`src/core/dpss_pkg.sv`:
```
package dpss_pkg;

	// ----------------------------------------------------------------
	// widths and timing
	// ----------------------------------------------------------------
	localparam int IO_W = 32;
	localparam int ADDR_W = 4;
	localparam int DATA_W = 32;
	localparam int CLK_PERIOD_NS = 8;
	localparam int WD_TICK_NS = 1000;
	localparam int WD_TICK_CYC = (WD_TICK_NS + CLK_PERIOD_NS - 1) / CLK_PERIOD_NS;
	localparam int TICK_CNT_W = 8;

	// ----------------------------------------------------------------
	// register indices
	// ----------------------------------------------------------------
	localparam logic [ADDR_W-1:0] REG_CTRL = 4'h0;
	localparam logic [ADDR_W-1:0] REG_WD_LIMIT = 4'h1;
	localparam logic [ADDR_W-1:0] REG_GROUP = 4'h2;
	localparam logic [ADDR_W-1:0] REG_IDENT = 4'h3;
	localparam logic [ADDR_W-1:0] REG_STATUS = 4'h4;
	localparam logic [ADDR_W-1:0] REG_STORED = 4'h5;
	localparam logic [ADDR_W-1:0] REG_PHYS = 4'h6;
	localparam logic [ADDR_W-1:0] REG_IN_IMG = 4'h7;
	localparam logic [ADDR_W-1:0] REG_DIAG_STN = 4'h8;
	localparam logic [ADDR_W-1:0] REG_DIAG_MOD = 4'h9;
	localparam logic [ADDR_W-1:0] REG_DIAG_CHN = 4'hA;

	// ----------------------------------------------------------------
	// field positions
	// ----------------------------------------------------------------
	localparam int CTRL_EXT_DIAG = 0;
	localparam int CTRL_WD_EN = 1;
	localparam int ST_SYNC = 0;
	localparam int ST_FREEZE = 1;
	localparam int ST_FAILSAFE = 2;
	localparam int ST_PRM_ERR = 3;
	localparam int ST_DATA_EX = 4;
	localparam int ST_DIAG_PEND = 5;
	localparam int ST_MASTER_LSB = 8;

	// ----------------------------------------------------------------
	// reset values
	// ----------------------------------------------------------------
	localparam logic [1:0] CTRL_RST = 2'h2;
	localparam logic [15:0] WD_LIMIT_RST = 16'h0064;
	localparam logic [7:0] GROUP_RST = 8'h00;
	// arbitrary neutral value, names no real part
	localparam logic [15:0] IDENT_DEFAULT = 16'h5A5A;

	typedef enum logic [1:0] {
		DPSS_WAIT_PRM,
		DPSS_DATA_EX
	} dpss_state_t;

	typedef struct packed {
		logic sync_cmd;
		logic unsync_cmd;
		logic freeze_cmd;
		logic unfreeze_cmd;
	} dpss_gc_cmd_t;

	// one decoded telegram from the link framer, valid for one cycle
	typedef struct packed {
		logic dx_valid;
		logic [6:0] dx_src;
		logic [IO_W-1:0] dx_data;
		logic gc_valid;
		logic [7:0] gc_group;
		dpss_gc_cmd_t gc_cmd;
		logic prm_valid;
		logic [6:0] prm_src;
		logic [15:0] prm_ident;
		logic prm_cfg_ok;
		logic prm_ext_diag;
	} dpss_link_req_t;

	typedef struct packed {
		logic valid;
		logic wr_accepted;
		logic diag_flag;
		logic [IO_W-1:0] in_data;
	} dpss_link_rsp_t;

	typedef struct packed {
		logic [7:0] station;
		logic [7:0] io_mod;
		logic [15:0] channel;
	} dpss_diag_t;

endpackage

```
`src/core/dpss_core.sv`:
```
// Functional notes
// RQ1: sync command enters Sync mode, physical outputs held at present values.
// RQ2: in Sync mode, received output data stored, physical outputs unchanged.
// RQ3: further sync command copies latest stored outputs to physical outputs.
// RQ4: unsync ends Sync mode; received outputs drive pins directly again.
// RQ5: freeze command enters Freeze mode and latches live inputs into image.
// RQ6: in Freeze mode input image refreshes only on another freeze command.
// RQ7: unfreeze ends Freeze mode; image tracks live inputs again.
// RQ8: master sends control commands to one slave, a group, or all; the core has no slave address and decodes only group_mask, or group 00 as all.
// RQ9: master multicasts its own status cyclically at configurable interval.
// RQ10: master with auto-clear forces safe outputs and Clear on slave loss.
// RQ11: master without auto-clear stays in Operate, user decides reaction.
// RQ12: master in Clear reads inputs, keeps slave outputs safe.
// RQ13: master in Stop exchanges no data with slaves.
// RQ14: master in Operate cycles inputs and outputs in fixed sequence.
// RQ15: master runs a per-slave data control timer and flags missed transfers.
// RQ16: master admits slave only when type, format, lengths and counts match.
// RQ17: slave forces safe outputs itself when exchange stops past watchdog interval.
// RQ18: only authorised master writes outputs; any master reads the images.
// RQ19: slave exposes ident number; transfer starts only on matching ident.
// RQ20: diagnostics reported at station, module and channel level.
// RQ21: extended diagnostics off by default, on only when configuration asks; the core also sets it from a REG_CTRL write of CTRL_EXT_DIAG.
// RQ22: master may resend parameters to a slave on user request.
// RQ23: sync and freeze commands travel in the global control broadcast.
// RQ24: bad parameters flagged in diagnostics; slave stays in or returns to wait-prm.
// RQ25: watchdog restarts on valid exchange; safe outputs zero until exchange resumes.
`timescale 1ns/1ps
`default_nettype none

module dpss_core
	import dpss_pkg::*;
#(
	parameter logic [15:0] IDENT_NUMBER = IDENT_DEFAULT
) (
	input wire logic clk_i,
	input wire logic rst_n_i,
	input wire dpss_link_req_t link_req_i,
	output dpss_link_rsp_t link_rsp_o,
	input wire logic [IO_W-1:0] live_in_i,
	output logic [IO_W-1:0] phys_out_o,
	output dpss_diag_t diag_o,
	output logic [ADDR_W-1:0] unused_o,
	input wire logic [ADDR_W-1:0] reg_addr_i,
	input wire logic [DATA_W-1:0] reg_wdata_i,
	input wire logic reg_wr_i,
	input wire logic reg_rd_i,
	output logic [DATA_W-1:0] reg_rdata_o
);

	// ----------------------------------------------------------------
	// state
	// ----------------------------------------------------------------
	dpss_state_t state;
	logic sync_mode;
	logic freeze_mode;
	logic failsafe;
	logic prm_err;
	logic ext_diag_en;
	logic wd_en;
	logic [6:0] auth_master;
	logic [15:0] wd_limit;
	logic [15:0] wd_cnt;
	logic [TICK_CNT_W-1:0] tick_cnt;
	logic [7:0] group_mask;
	logic [IO_W-1:0] stored;
	logic [IO_W-1:0] in_image;
	logic [7:0] diag_stn;
	logic [7:0] diag_mod;
	logic [15:0] diag_chn;

	assign unused_o = '0;

	// ----------------------------------------------------------------
	// telegram decode
	// ----------------------------------------------------------------
	wire group_hit = (link_req_i.gc_group == 8'h00) || (|(link_req_i.gc_group & group_mask)); // see RQ8
	wire gc_hit = link_req_i.gc_valid && group_hit; // see RQ23
	wire do_sync = gc_hit && link_req_i.gc_cmd.sync_cmd;
	wire do_unsync = gc_hit && link_req_i.gc_cmd.unsync_cmd && !link_req_i.gc_cmd.sync_cmd;
	wire do_freeze = gc_hit && link_req_i.gc_cmd.freeze_cmd;
	wire do_unfreeze = gc_hit && link_req_i.gc_cmd.unfreeze_cmd && !link_req_i.gc_cmd.freeze_cmd;
	// foreign masters never write; they still get a read answer
	wire dx_auth = link_req_i.dx_valid && (state == DPSS_DATA_EX) && (link_req_i.dx_src == auth_master); // see RQ18
	wire prm_good = link_req_i.prm_valid && (link_req_i.prm_ident == IDENT_NUMBER) && link_req_i.prm_cfg_ok; // see RQ19
	wire prm_bad = link_req_i.prm_valid && !prm_good;

	// ----------------------------------------------------------------
	// communication watchdog
	// ----------------------------------------------------------------
	wire tick = (tick_cnt == TICK_CNT_W'(WD_TICK_CYC - 1));
	wire wd_run = wd_en && (state == DPSS_DATA_EX) && !failsafe;
	// limit of zero would trip instantly, so it is treated as off
	wire wd_expire = wd_run && (wd_limit != 16'h0000) && (wd_cnt >= wd_limit) && !dx_auth; // see RQ17

	always_ff @(posedge clk_i or negedge rst_n_i) begin
		if (!rst_n_i) begin
			tick_cnt <= '0;
			wd_cnt <= '0;
		end else begin
			tick_cnt <= (tick || dx_auth) ? '0 : tick_cnt + 1'b1;
			if (dx_auth || !wd_run) begin
				wd_cnt <= '0; // see RQ25
			end else if (tick && (wd_cnt != 16'hFFFF)) begin
				wd_cnt <= wd_cnt + 16'h0001;
			end
		end
	end

	// ----------------------------------------------------------------
	// output image
	// ----------------------------------------------------------------
	wire [IO_W-1:0] next_stored = dx_auth ? link_req_i.dx_data : stored; // see RQ2
	wire [IO_W-1:0] next_phys =
		(wd_expire || (failsafe && !dx_auth)) ? '0 : // see RQ25
		(do_sync && sync_mode) ? stored : // see RQ3
		(dx_auth && !sync_mode && !do_sync) ? link_req_i.dx_data : // see RQ4
		phys_out_o; // see RQ1
	wire next_sync = do_sync ? 1'b1 : (do_unsync ? 1'b0 : sync_mode); // see RQ1

	always_ff @(posedge clk_i or negedge rst_n_i) begin
		if (!rst_n_i) begin
			stored <= '0;
			phys_out_o <= '0;
			sync_mode <= 1'b0;
			failsafe <= 1'b0;
		end else begin
			stored <= next_stored;
			phys_out_o <= next_phys;
			sync_mode <= next_sync;
			failsafe <= wd_expire || (failsafe && !dx_auth); // see RQ17
		end
	end

	// ----------------------------------------------------------------
	// input image
	// ----------------------------------------------------------------
	wire img_load = do_freeze || (!freeze_mode && !do_freeze); // see RQ6
	wire next_freeze = do_freeze ? 1'b1 : (do_unfreeze ? 1'b0 : freeze_mode); // see RQ7

	always_ff @(posedge clk_i or negedge rst_n_i) begin
		if (!rst_n_i) begin
			in_image <= '0;
			freeze_mode <= 1'b0;
		end else begin
			in_image <= img_load ? live_in_i : in_image; // see RQ5
			freeze_mode <= next_freeze;
		end
	end

	// ----------------------------------------------------------------
	// parameterisation and link answer
	// ----------------------------------------------------------------
	wire diag_pend = (|diag_stn) || (ext_diag_en && ((|diag_mod) || (|diag_chn)));
	wire sw_clr_prm = reg_wr_i && (reg_addr_i == REG_STATUS) && reg_wdata_i[ST_PRM_ERR];

	always_ff @(posedge clk_i or negedge rst_n_i) begin
		if (!rst_n_i) begin
			state <= DPSS_WAIT_PRM;
			auth_master <= '0;
			prm_err <= 1'b0;
			link_rsp_o <= '0;
		end else begin
			if (prm_good) begin
				state <= DPSS_DATA_EX;
				auth_master <= link_req_i.prm_src;
			end else if (prm_bad) begin
				state <= DPSS_WAIT_PRM; // see RQ24
			end
			// a fault in the same cycle as a clear is kept
			prm_err <= prm_bad || (prm_err && !prm_good && !sw_clr_prm); // see RQ24
			link_rsp_o.valid <= link_req_i.dx_valid;
			link_rsp_o.wr_accepted <= dx_auth;
			link_rsp_o.diag_flag <= diag_pend || prm_err;
			link_rsp_o.in_data <= in_image; // see RQ18
		end
	end

	// ----------------------------------------------------------------
	// diagnostics
	// ----------------------------------------------------------------
	always_ff @(posedge clk_i or negedge rst_n_i) begin
		if (!rst_n_i) begin
			diag_o <= '0;
		end else begin
			diag_o.station <= diag_stn; // see RQ20
			diag_o.io_mod <= ext_diag_en ? diag_mod : 8'h00; // see RQ21
			diag_o.channel <= ext_diag_en ? diag_chn : 16'h0000;
		end
	end

	// ----------------------------------------------------------------
	// register port
	// ----------------------------------------------------------------
	wire wr_ctrl = reg_wr_i && (reg_addr_i == REG_CTRL);

	always_ff @(posedge clk_i or negedge rst_n_i) begin
		if (!rst_n_i) begin
			ext_diag_en <= CTRL_RST[CTRL_EXT_DIAG]; // see RQ21
			wd_en <= CTRL_RST[CTRL_WD_EN];
			wd_limit <= WD_LIMIT_RST;
			group_mask <= GROUP_RST;
			diag_stn <= '0;
			diag_mod <= '0;
			diag_chn <= '0;
		end else begin
			if (prm_good) begin
				ext_diag_en <= link_req_i.prm_ext_diag; // see RQ21
			end else if (wr_ctrl) begin
				ext_diag_en <= reg_wdata_i[CTRL_EXT_DIAG];
			end
			if (wr_ctrl) begin
				wd_en <= reg_wdata_i[CTRL_WD_EN];
			end
			if (reg_wr_i && (reg_addr_i == REG_WD_LIMIT)) begin
				wd_limit <= reg_wdata_i[15:0];
			end
			if (reg_wr_i && (reg_addr_i == REG_GROUP)) begin
				group_mask <= reg_wdata_i[7:0];
			end
			if (reg_wr_i && (reg_addr_i == REG_DIAG_STN)) begin
				diag_stn <= reg_wdata_i[7:0];
			end
			if (reg_wr_i && (reg_addr_i == REG_DIAG_MOD)) begin
				diag_mod <= reg_wdata_i[7:0];
			end
			if (reg_wr_i && (reg_addr_i == REG_DIAG_CHN)) begin
				diag_chn <= reg_wdata_i[15:0];
			end
		end
	end

	wire [DATA_W-1:0] status_word = {16'h0000, 1'b0, auth_master, 2'b00, diag_pend,
		(state == DPSS_DATA_EX), prm_err, failsafe, freeze_mode, sync_mode};

	function automatic logic [DATA_W-1:0] reg_read(input logic [ADDR_W-1:0] a);
		logic [DATA_W-1:0] r;
		r = '0;
		unique case (a)
			REG_CTRL: r = {30'h0, wd_en, ext_diag_en};
			REG_WD_LIMIT: r = {16'h0000, wd_limit};
			REG_GROUP: r = {24'h000000, group_mask};
			REG_IDENT: r = {16'h0000, IDENT_NUMBER}; // see RQ19
			REG_STATUS: r = status_word;
			REG_STORED: r = stored;
			REG_PHYS: r = phys_out_o;
			REG_IN_IMG: r = in_image;
			REG_DIAG_STN: r = {24'h000000, diag_stn};
			REG_DIAG_MOD: r = {24'h000000, diag_mod};
			REG_DIAG_CHN: r = {16'h0000, diag_chn};
			default: r = '0;
		endcase
		return r;
	endfunction

	logic [DATA_W-1:0] rd_mux;
	// a continuous assign would wake on the address only, not on the registers read
	always_comb begin
		rd_mux = reg_read(reg_addr_i);
	end

	// read data live only in the cycle after the strobe
	always_ff @(posedge clk_i or negedge rst_n_i) begin
		if (!rst_n_i) begin
			reg_rdata_o <= '0;
		end else begin
			reg_rdata_o <= reg_rd_i ? rd_mux : '0;
		end
	end
endmodule

`default_nettype wire

```
`config.mk`:
```
export PLATFORM = sky130hd
export DESIGN_NAME = dpss_core
export DESIGN_NICKNAME = d
export VERILOG_FILES = /design/src/core/dpss_pkg.sv /design/src/core/dpss_core.sv
export SDC_FILE = /design/constraint.sdc
export NUM_CORES = 1
export LEC_CHECK = 0
export BUFFER_PORTS_ARGS = -buffer_cell sky130_fd_sc_hd__buf_2
export CELL_PAD_IN_SITES_DETAIL_PLACEMENT = 1
export CELL_PAD_IN_SITES_GLOBAL_PLACEMENT = 1
export CORE_MARGIN = 3
export CORE_UTILIZATION = 43
export DETAILED_ROUTE_END_ITERATION = 10
export PLACE_DENSITY_LB_ADDON = 0.1
export SYNTH_ARGS = -nofsm -noshare
export SYNTH_HDL_FRONTEND = slang
export SYNTH_SLANG_ARGS = --single-unit
```
`constraint.sdc`:
```
create_clock -name clk_i -period 2.7 [get_ports clk_i]
set_input_delay 0.405 -clock clk_i [delete_from_list [all_inputs] [get_ports clk_i]]
set_output_delay 0.405 -clock clk_i [all_outputs]
set_load 0.01 [all_outputs]
```
# --- Word level (Yosys, flattened, before mapping) ---
# Cells that the tools add are included.
# W data, S select, Z words.
totals:
  in_bits: 151
  ff_bits: 290
op_classes:
  n_eq_ne: 15
  bitwise: 1
  mux: 18
  magnitude_cmp: 1
  reduce_logical: 67
  n_addsub: 2
op_table:
  columns: ["op", "count"]
  rows:
  - ["$pmux W32 S11", 1]
  - ["$mux W32", 4]
  - ["$mux W16", 3]
  - ["$logic_and A1 B1 Y1", 34]
  - ["$reduce_or A8 Y1", 3]
  - ["$add A16 B1 Y16 const B", 1]
  - ["$eq A16 B15 Y1 const B", 1]
  - ["$eq A4 B3 Y1 const B", 4]
  - ["$ge A16 B16 Y1", 1]
  - ["$mux W8", 2]
  - ["$ne A16 B16 Y1 const B", 1]
  - ["$reduce_bool A16 Y1", 1]
  - ["$reduce_or A16 Y1", 1]
  - ["$eq A4 B4 Y1 const B", 3]
  - ["$logic_not A1 Y1", 11]
  - ["$reduce_bool A2 Y1", 5]
  - ["$logic_or A1 B1 Y1", 9]
  - ["$add A8 B1 Y8 const B", 1]
  - ["$and A8 B8 Y8", 1]
  - ["$eq A4 B2 Y1 const B", 2]
  - ["$eq A8 B7 Y1 const B", 1]
  - ["$logic_not A8 Y1", 1]
  - ["$eq A7 B7 Y1", 1]
  - ["$mux W1", 6]
  - ["other kinds (5)", 6]

# --- Longest topological paths before layout ---
depth:
  depth_word: 10
  depth_mapped: 9
  ltp_nobuf: 8

# --- Least setup slack after synthesis ---
# No wires, ideal clock.
synth_path:
  path_kind: "in2reg"
  startpoint: "input link_req_i[34] (netlist bit)"
  endpoint: "register in_image[10]"
  setup_slack_ns: 0.594
  setup_ns: 0.128
  arrival_ns: 1.979
  stages: 7
  n_path_buf: 1
  cell_sequence: "or4_1 -> nor2_1 -> or2_2 -> nand3_1 -> nand2_1 -> buf_4 -> mux2_1"
synth_via:
  elab_chain_len: 8
  elab_cells_between_ends: 9
  cone_classes: "bitwise: 1; reduce/logical: 8"
synth_lines:
  columns: ["element", "line_no", "source"]
  rows:
  - ["from (decl)", "dpss_core.sv:37", "input wire dpss_link_req_t link_req_i,"]
  - ["$and A8 B8 Y8", "dpss_core.sv:76", "wire group_hit = (link_req_i.gc_group == 8'h00) || (|(link_req_i.gc_group & group_mask));"]
  - ["$reduce_or A8 Y1", "dpss_core.sv:76", null]
  - ["$logic_or A1 B1 Y1 *", "dpss_core.sv:76", null]
  - ["$logic_and A1 B1 Y1 *", "dpss_core.sv:77", "wire gc_hit = link_req_i.gc_valid && group_hit;"]
  - ["$logic_and A1 B1 Y1 *", "dpss_core.sv:80", "wire do_freeze = gc_hit && link_req_i.gc_cmd.freeze_cmd;"]
  - ["$logic_not A1 Y1", "dpss_core.sv:137", "wire img_load = do_freeze || (!freeze_mode && !do_freeze);"]
  - ["$logic_and A1 B1 Y1", "dpss_core.sv:137", null]
  - ["$logic_or A1 B1 Y1 *", "dpss_core.sv:137", null]
  - ["to (signal assigned)", "dpss_core.sv:145", "in_image <= img_load ? live_in_i : in_image;"]
  - ["to (decl)", "dpss_core.sv:66", "logic [IO_W-1:0] in_image;"]
# Every way passes the cells marked *; elsewhere a longest branch is shown, timed or not.
# A chain may end at the register's enable or synchronous reset.

# --- Worst setup path after layout ---
layout_path:
  startpoint: "register auth_master[6]"
  endpoint: "register phys_out_o[16]"
layout_via:
  elab_chain_len: 6
  elab_cells_between_ends: 10
  cone_classes: "eq/ne: 1; mux: 1; reduce/logical: 8"
layout_lines:
  columns: ["element", "line_no", "source"]
  rows:
  - ["from (decl)", "dpss_core.sv:60", "logic [6:0] auth_master;"]
  - ["from (signal assigned)", "dpss_core.sv:165", "auth_master <= link_req_i.prm_src;"]
  - ["$eq A7 B7 Y1 *", "dpss_core.sv:83", "wire dx_auth = link_req_i.dx_valid && (state == DPSS_DATA_EX) && (link_req_i.dx_src == auth_master);"]
  - ["$logic_and A1 B1 Y1 *", "dpss_core.sv:83", null]
  - ["$logic_not A1 Y1", "dpss_core.sv:93, dpss_core.sv:114", null]
  - ["$logic_and A1 B1 Y1, on equally long branches", "dpss_core.sv:93, dpss_core.sv:114", null]
  - ["$logic_or A1 B1 Y1", "dpss_core.sv:114", "(wd_expire || (failsafe && !dx_auth)) ? '0 :"]
  - ["$reduce_bool A3 Y1 (no line) or $mux W32 (tied branches)", null, null]
  - ["to (signal assigned)", "dpss_core.sv:128", "phys_out_o <= next_phys;"]
  - ["to (decl)", "dpss_core.sv:40", "output logic [IO_W-1:0] phys_out_o,"]
# Marked as above.

==> metrics.cfg <==
[synthesis]
synth-simple-area-share_pct=8.96
syn_area_um2=12300
synth.area.top_cells=dfrtp_1, mux2_1, mux2_2
synthArstFlopShare_pct=100
synth-seq-cells=289
yosysMostFrequentCell=dfrtp_1
synth_commonest_cells=dfrtp_1, mux2_1, nand2_1
synth_top_family_by_area=multiplexers
synth_cell_types=55
synth-compound-area-share_pct=10.5
synth_xor_area_share_pct=2.00
yosysWarningCount=0
yosysTopAreaCell=dfrtp_1
synth_flop_cell=dfrtp_1
synthAdderAreaFrac_pct=1.94
muxShareOfSynthArea_pct=14.7
synth.avg_cell_area_um2=13.1
synth.yosys.seq_area_share_pct=59.1
synthCells=935
synth_edf_count=0
synth_top_area_share_pct=58.2

[final_layout]
design_area_um2=15300
layout-drive-gt1-share_pct=33.0
multiInputGateArea_um2=4740
nFillCells=2940
nNetsFinal=1402
finalNonFillerCells=1636
syn2layout_area_growth_pct=25.0
seqCellArea_um2=7240

[worst_setup_path]
reg2reg_to=phys_out_o[16]
start_kind=flop
worstRegToRegCells=8
regToRegSetupSlack_ns=0.23
crit_arrival_ns=2.97
end_kind=flop
crit_required_ns=3.20
r2r_start=auth_master[6]
cp_max_fo=33
criticalPathCategory=flop to flop

[die]
start_util_pct=43.9
die_h_um=175
dieArea_um2=30600
die_x_um=175
ios=286
coreArea_um2=27900
core.rowCount=61

[grt]
grt_use_total_pct=24.0
antenna_found_initial=2
grt_first_pass_wirelength_mm=57.4
grt_pass1_vias=9489
grt.busiest_layer=met2
met1_usage_pct=34.0
grt_max_degree=87
grtUsageMet3_pct=3.76
grtUsageMet2_pct=39.4
overflow=0

[clock_tree]
clock-sinks=289
htreeDepth=1
cts_made_buffers=31
cts_buffer_depth=3
root_buffer=clkbuf_16
cts_tree=yes
clkTransAtPathRegs_ns=0.07
insertion_delay_ns=0.56

[min_path]
hold_depth=2
hold_end=in_image[11]
min_from=live_in_i[11]
worstHoldPathType=primary input to flop

[drt]
drtPass1Iterations=6
routed_wirelength_mm=37.0
via_count=9031
post-route-drc-count=0
ant_nets=0
wl_per_cell_um=22.6
drt_iter0_drc=608
viasPerCell=5.52

[sta]
setup_tns_ns=0
drv_slew=0
setup_viol_count_final=0
hold_viol=0
post-route-min-period_ns=2.47
slew_headroom_pct=49.6
timing.final.crit_share_pct=91.6
max_freq_mhz=404
finClkSkew_ns=0.0139
rsz0062_at_grt=false
tightest_slew_ns=0.754

[run]
maxCapViolCount=0

[power_and_ir_drop]
p_total_mw=12.5
power_frac_comb_pct=19.7
swShare_pct=30.0
internal-power_mw=8.78
p_seq_share_pct=48.1
clkPwrFrac_pct=32.1
ir_drop_mv=0.423
powerDensity_nw_per_um2=819
p_sw_mw=3.77
leakage_nw=7.56

[placed_design]
place_area_um2=14300
placed_cells=1574
place_congestion=0.807
portBuffers=265
dp_hpwl_mm=26.9

[status]
status=completed

cells by family (layout without fill, tap and decap cells):
logic type                 Yosys count  count (layout)
DFF                                289             289
and+or+nand+nor                    209             209
muxes                              164             164
AOI/OAI and AO/OA                  154             154
buffers and inverters               71             390
xor gates and xnor gates            28              28
adders and majority gates           19              19
other                                1               5
how the worst max path moves through the flow:
stage / startpoint / endpoint / slack [ns]
floorplan: link_req_i[34] / in_image[10] / 0.59
CTS: group_mask[7] / phys_out_o[16] / 0.17
global placement: link_req_i[32] / phys_out_o[31] / 0.18
finish: auth_master[6] / phys_out_o[16] / 0.23
global route: auth_master[4] / phys_out_o[28] / 0.12
detailed placement: link_req_i[33] / phys_out_o[16] / 0.09
cell type report:
class / instances / share of cell area, %
clock buffer: 46 / 5.95
clock inverter: 12 / 0.449
multi-input combinational: 578 / 31.0
sequential: 289 / 47.2
antenna: 1 / 0.0163
timing repair buffer: 309 / 11.7
inverter: 23 / 0.564
tap: 378 / 3.09
stage by stage:
stage               hold WS, ns  utilization [%]  setup WS, ns
CTS                      0.0440             54.8         0.169
detailed placement        0.367             51.2        0.0903
floorplan                 0.109                -         0.594
finish                   0.0630             54.8         0.228
global route             0.0414             54.8         0.118
global placement          0.363             51.2         0.179
critical path: stages (launching register included):
cell and delay, ns:
dfrtp_1 0.43, xnor2_1 0.18, nand4_1 0.14, or4_4 0.52, buf_4 0.24, and4b_4 0.21
a32oi_4 0.24, buf_12 0.25, o211a_1 0.19
cell usage in the layout, fill, tap and decap left out, drive strengths merged, types with 3 or more instances in the layout:
cell type and count:
nand3 15, xor2 20, nand4b 4, a22o 9, and2 24, a222oi 24
buf 307, o21ai 6, dfrtp 285, o211ai 3, a221oi 8, and4 4
nand2b 4, or4 3, a21o 4, mux2i 34, and3 5, nor3 6
conb 4, nor4 14, ha 19, xnor2 8, inv 24, nand2 55
a31oi 14, nor2 52, a21oi 20, mux2 130, a22oi 27, o211a 33
clkinv 9, clkbuf 46, dfstp 4, nand4 13
registers in the layout (all words and copies together), names as in the netlist:
name and cells:
diag_chn 16, group_mask 8, wd_limit 16, auth_master 7
freeze_mode 1, ext_diag_en 1, wd_cnt 16, sync_mode 1
reg_rdata_o 32, prm_err 1, stored 32, failsafe 1
phys_out_o 32, wd_en 1, diag_stn 8, diag_mod 8
in_image 32, diag_o 32, state 1, tick_cnt 8
link_rsp_o 35
layer usage:
layer  routed length, um  vias to the layer above  share of wire (%)
met1               16400                     4652                 44
li1                    -                     4036                  -
met5                  13                        -              0.035
met2               17900                      298                 48
met4                 564                        2                1.5
met3                2120                       43                5.7
repair_timing:
| action | in CTS | in global routing |
|---|---|---|
| buffers inserted | 0 | 1 |
| endpoints found under the hold margin | 52 | 0 |
| endpoints found under the setup margin | 0 | 1 |
| gates resized for setup | 0 | 0 |
| hold buffers | 2 | 0 |
power groups by stage:
| stage | clock network (mW) | logic (mW) | registers (mW) |
|---|---|---|---|
| 2_1_floorplan | 0 | 1.05 | 6.08 |
| 3_3_place_gp | 0 | 2.43 | 6.07 |
| 6_report | 4.03 | 2.48 | 6.04 |
| 4_1_cts | 4.13 | 2.51 | 6.03 |
| 5_1_grt | 4.34 | 2.69 | 6.14 |
| 3_5_place_dp | 0 | 2.49 | 6.10 |
Note: power is estimated with default switching activity, not from simulation.
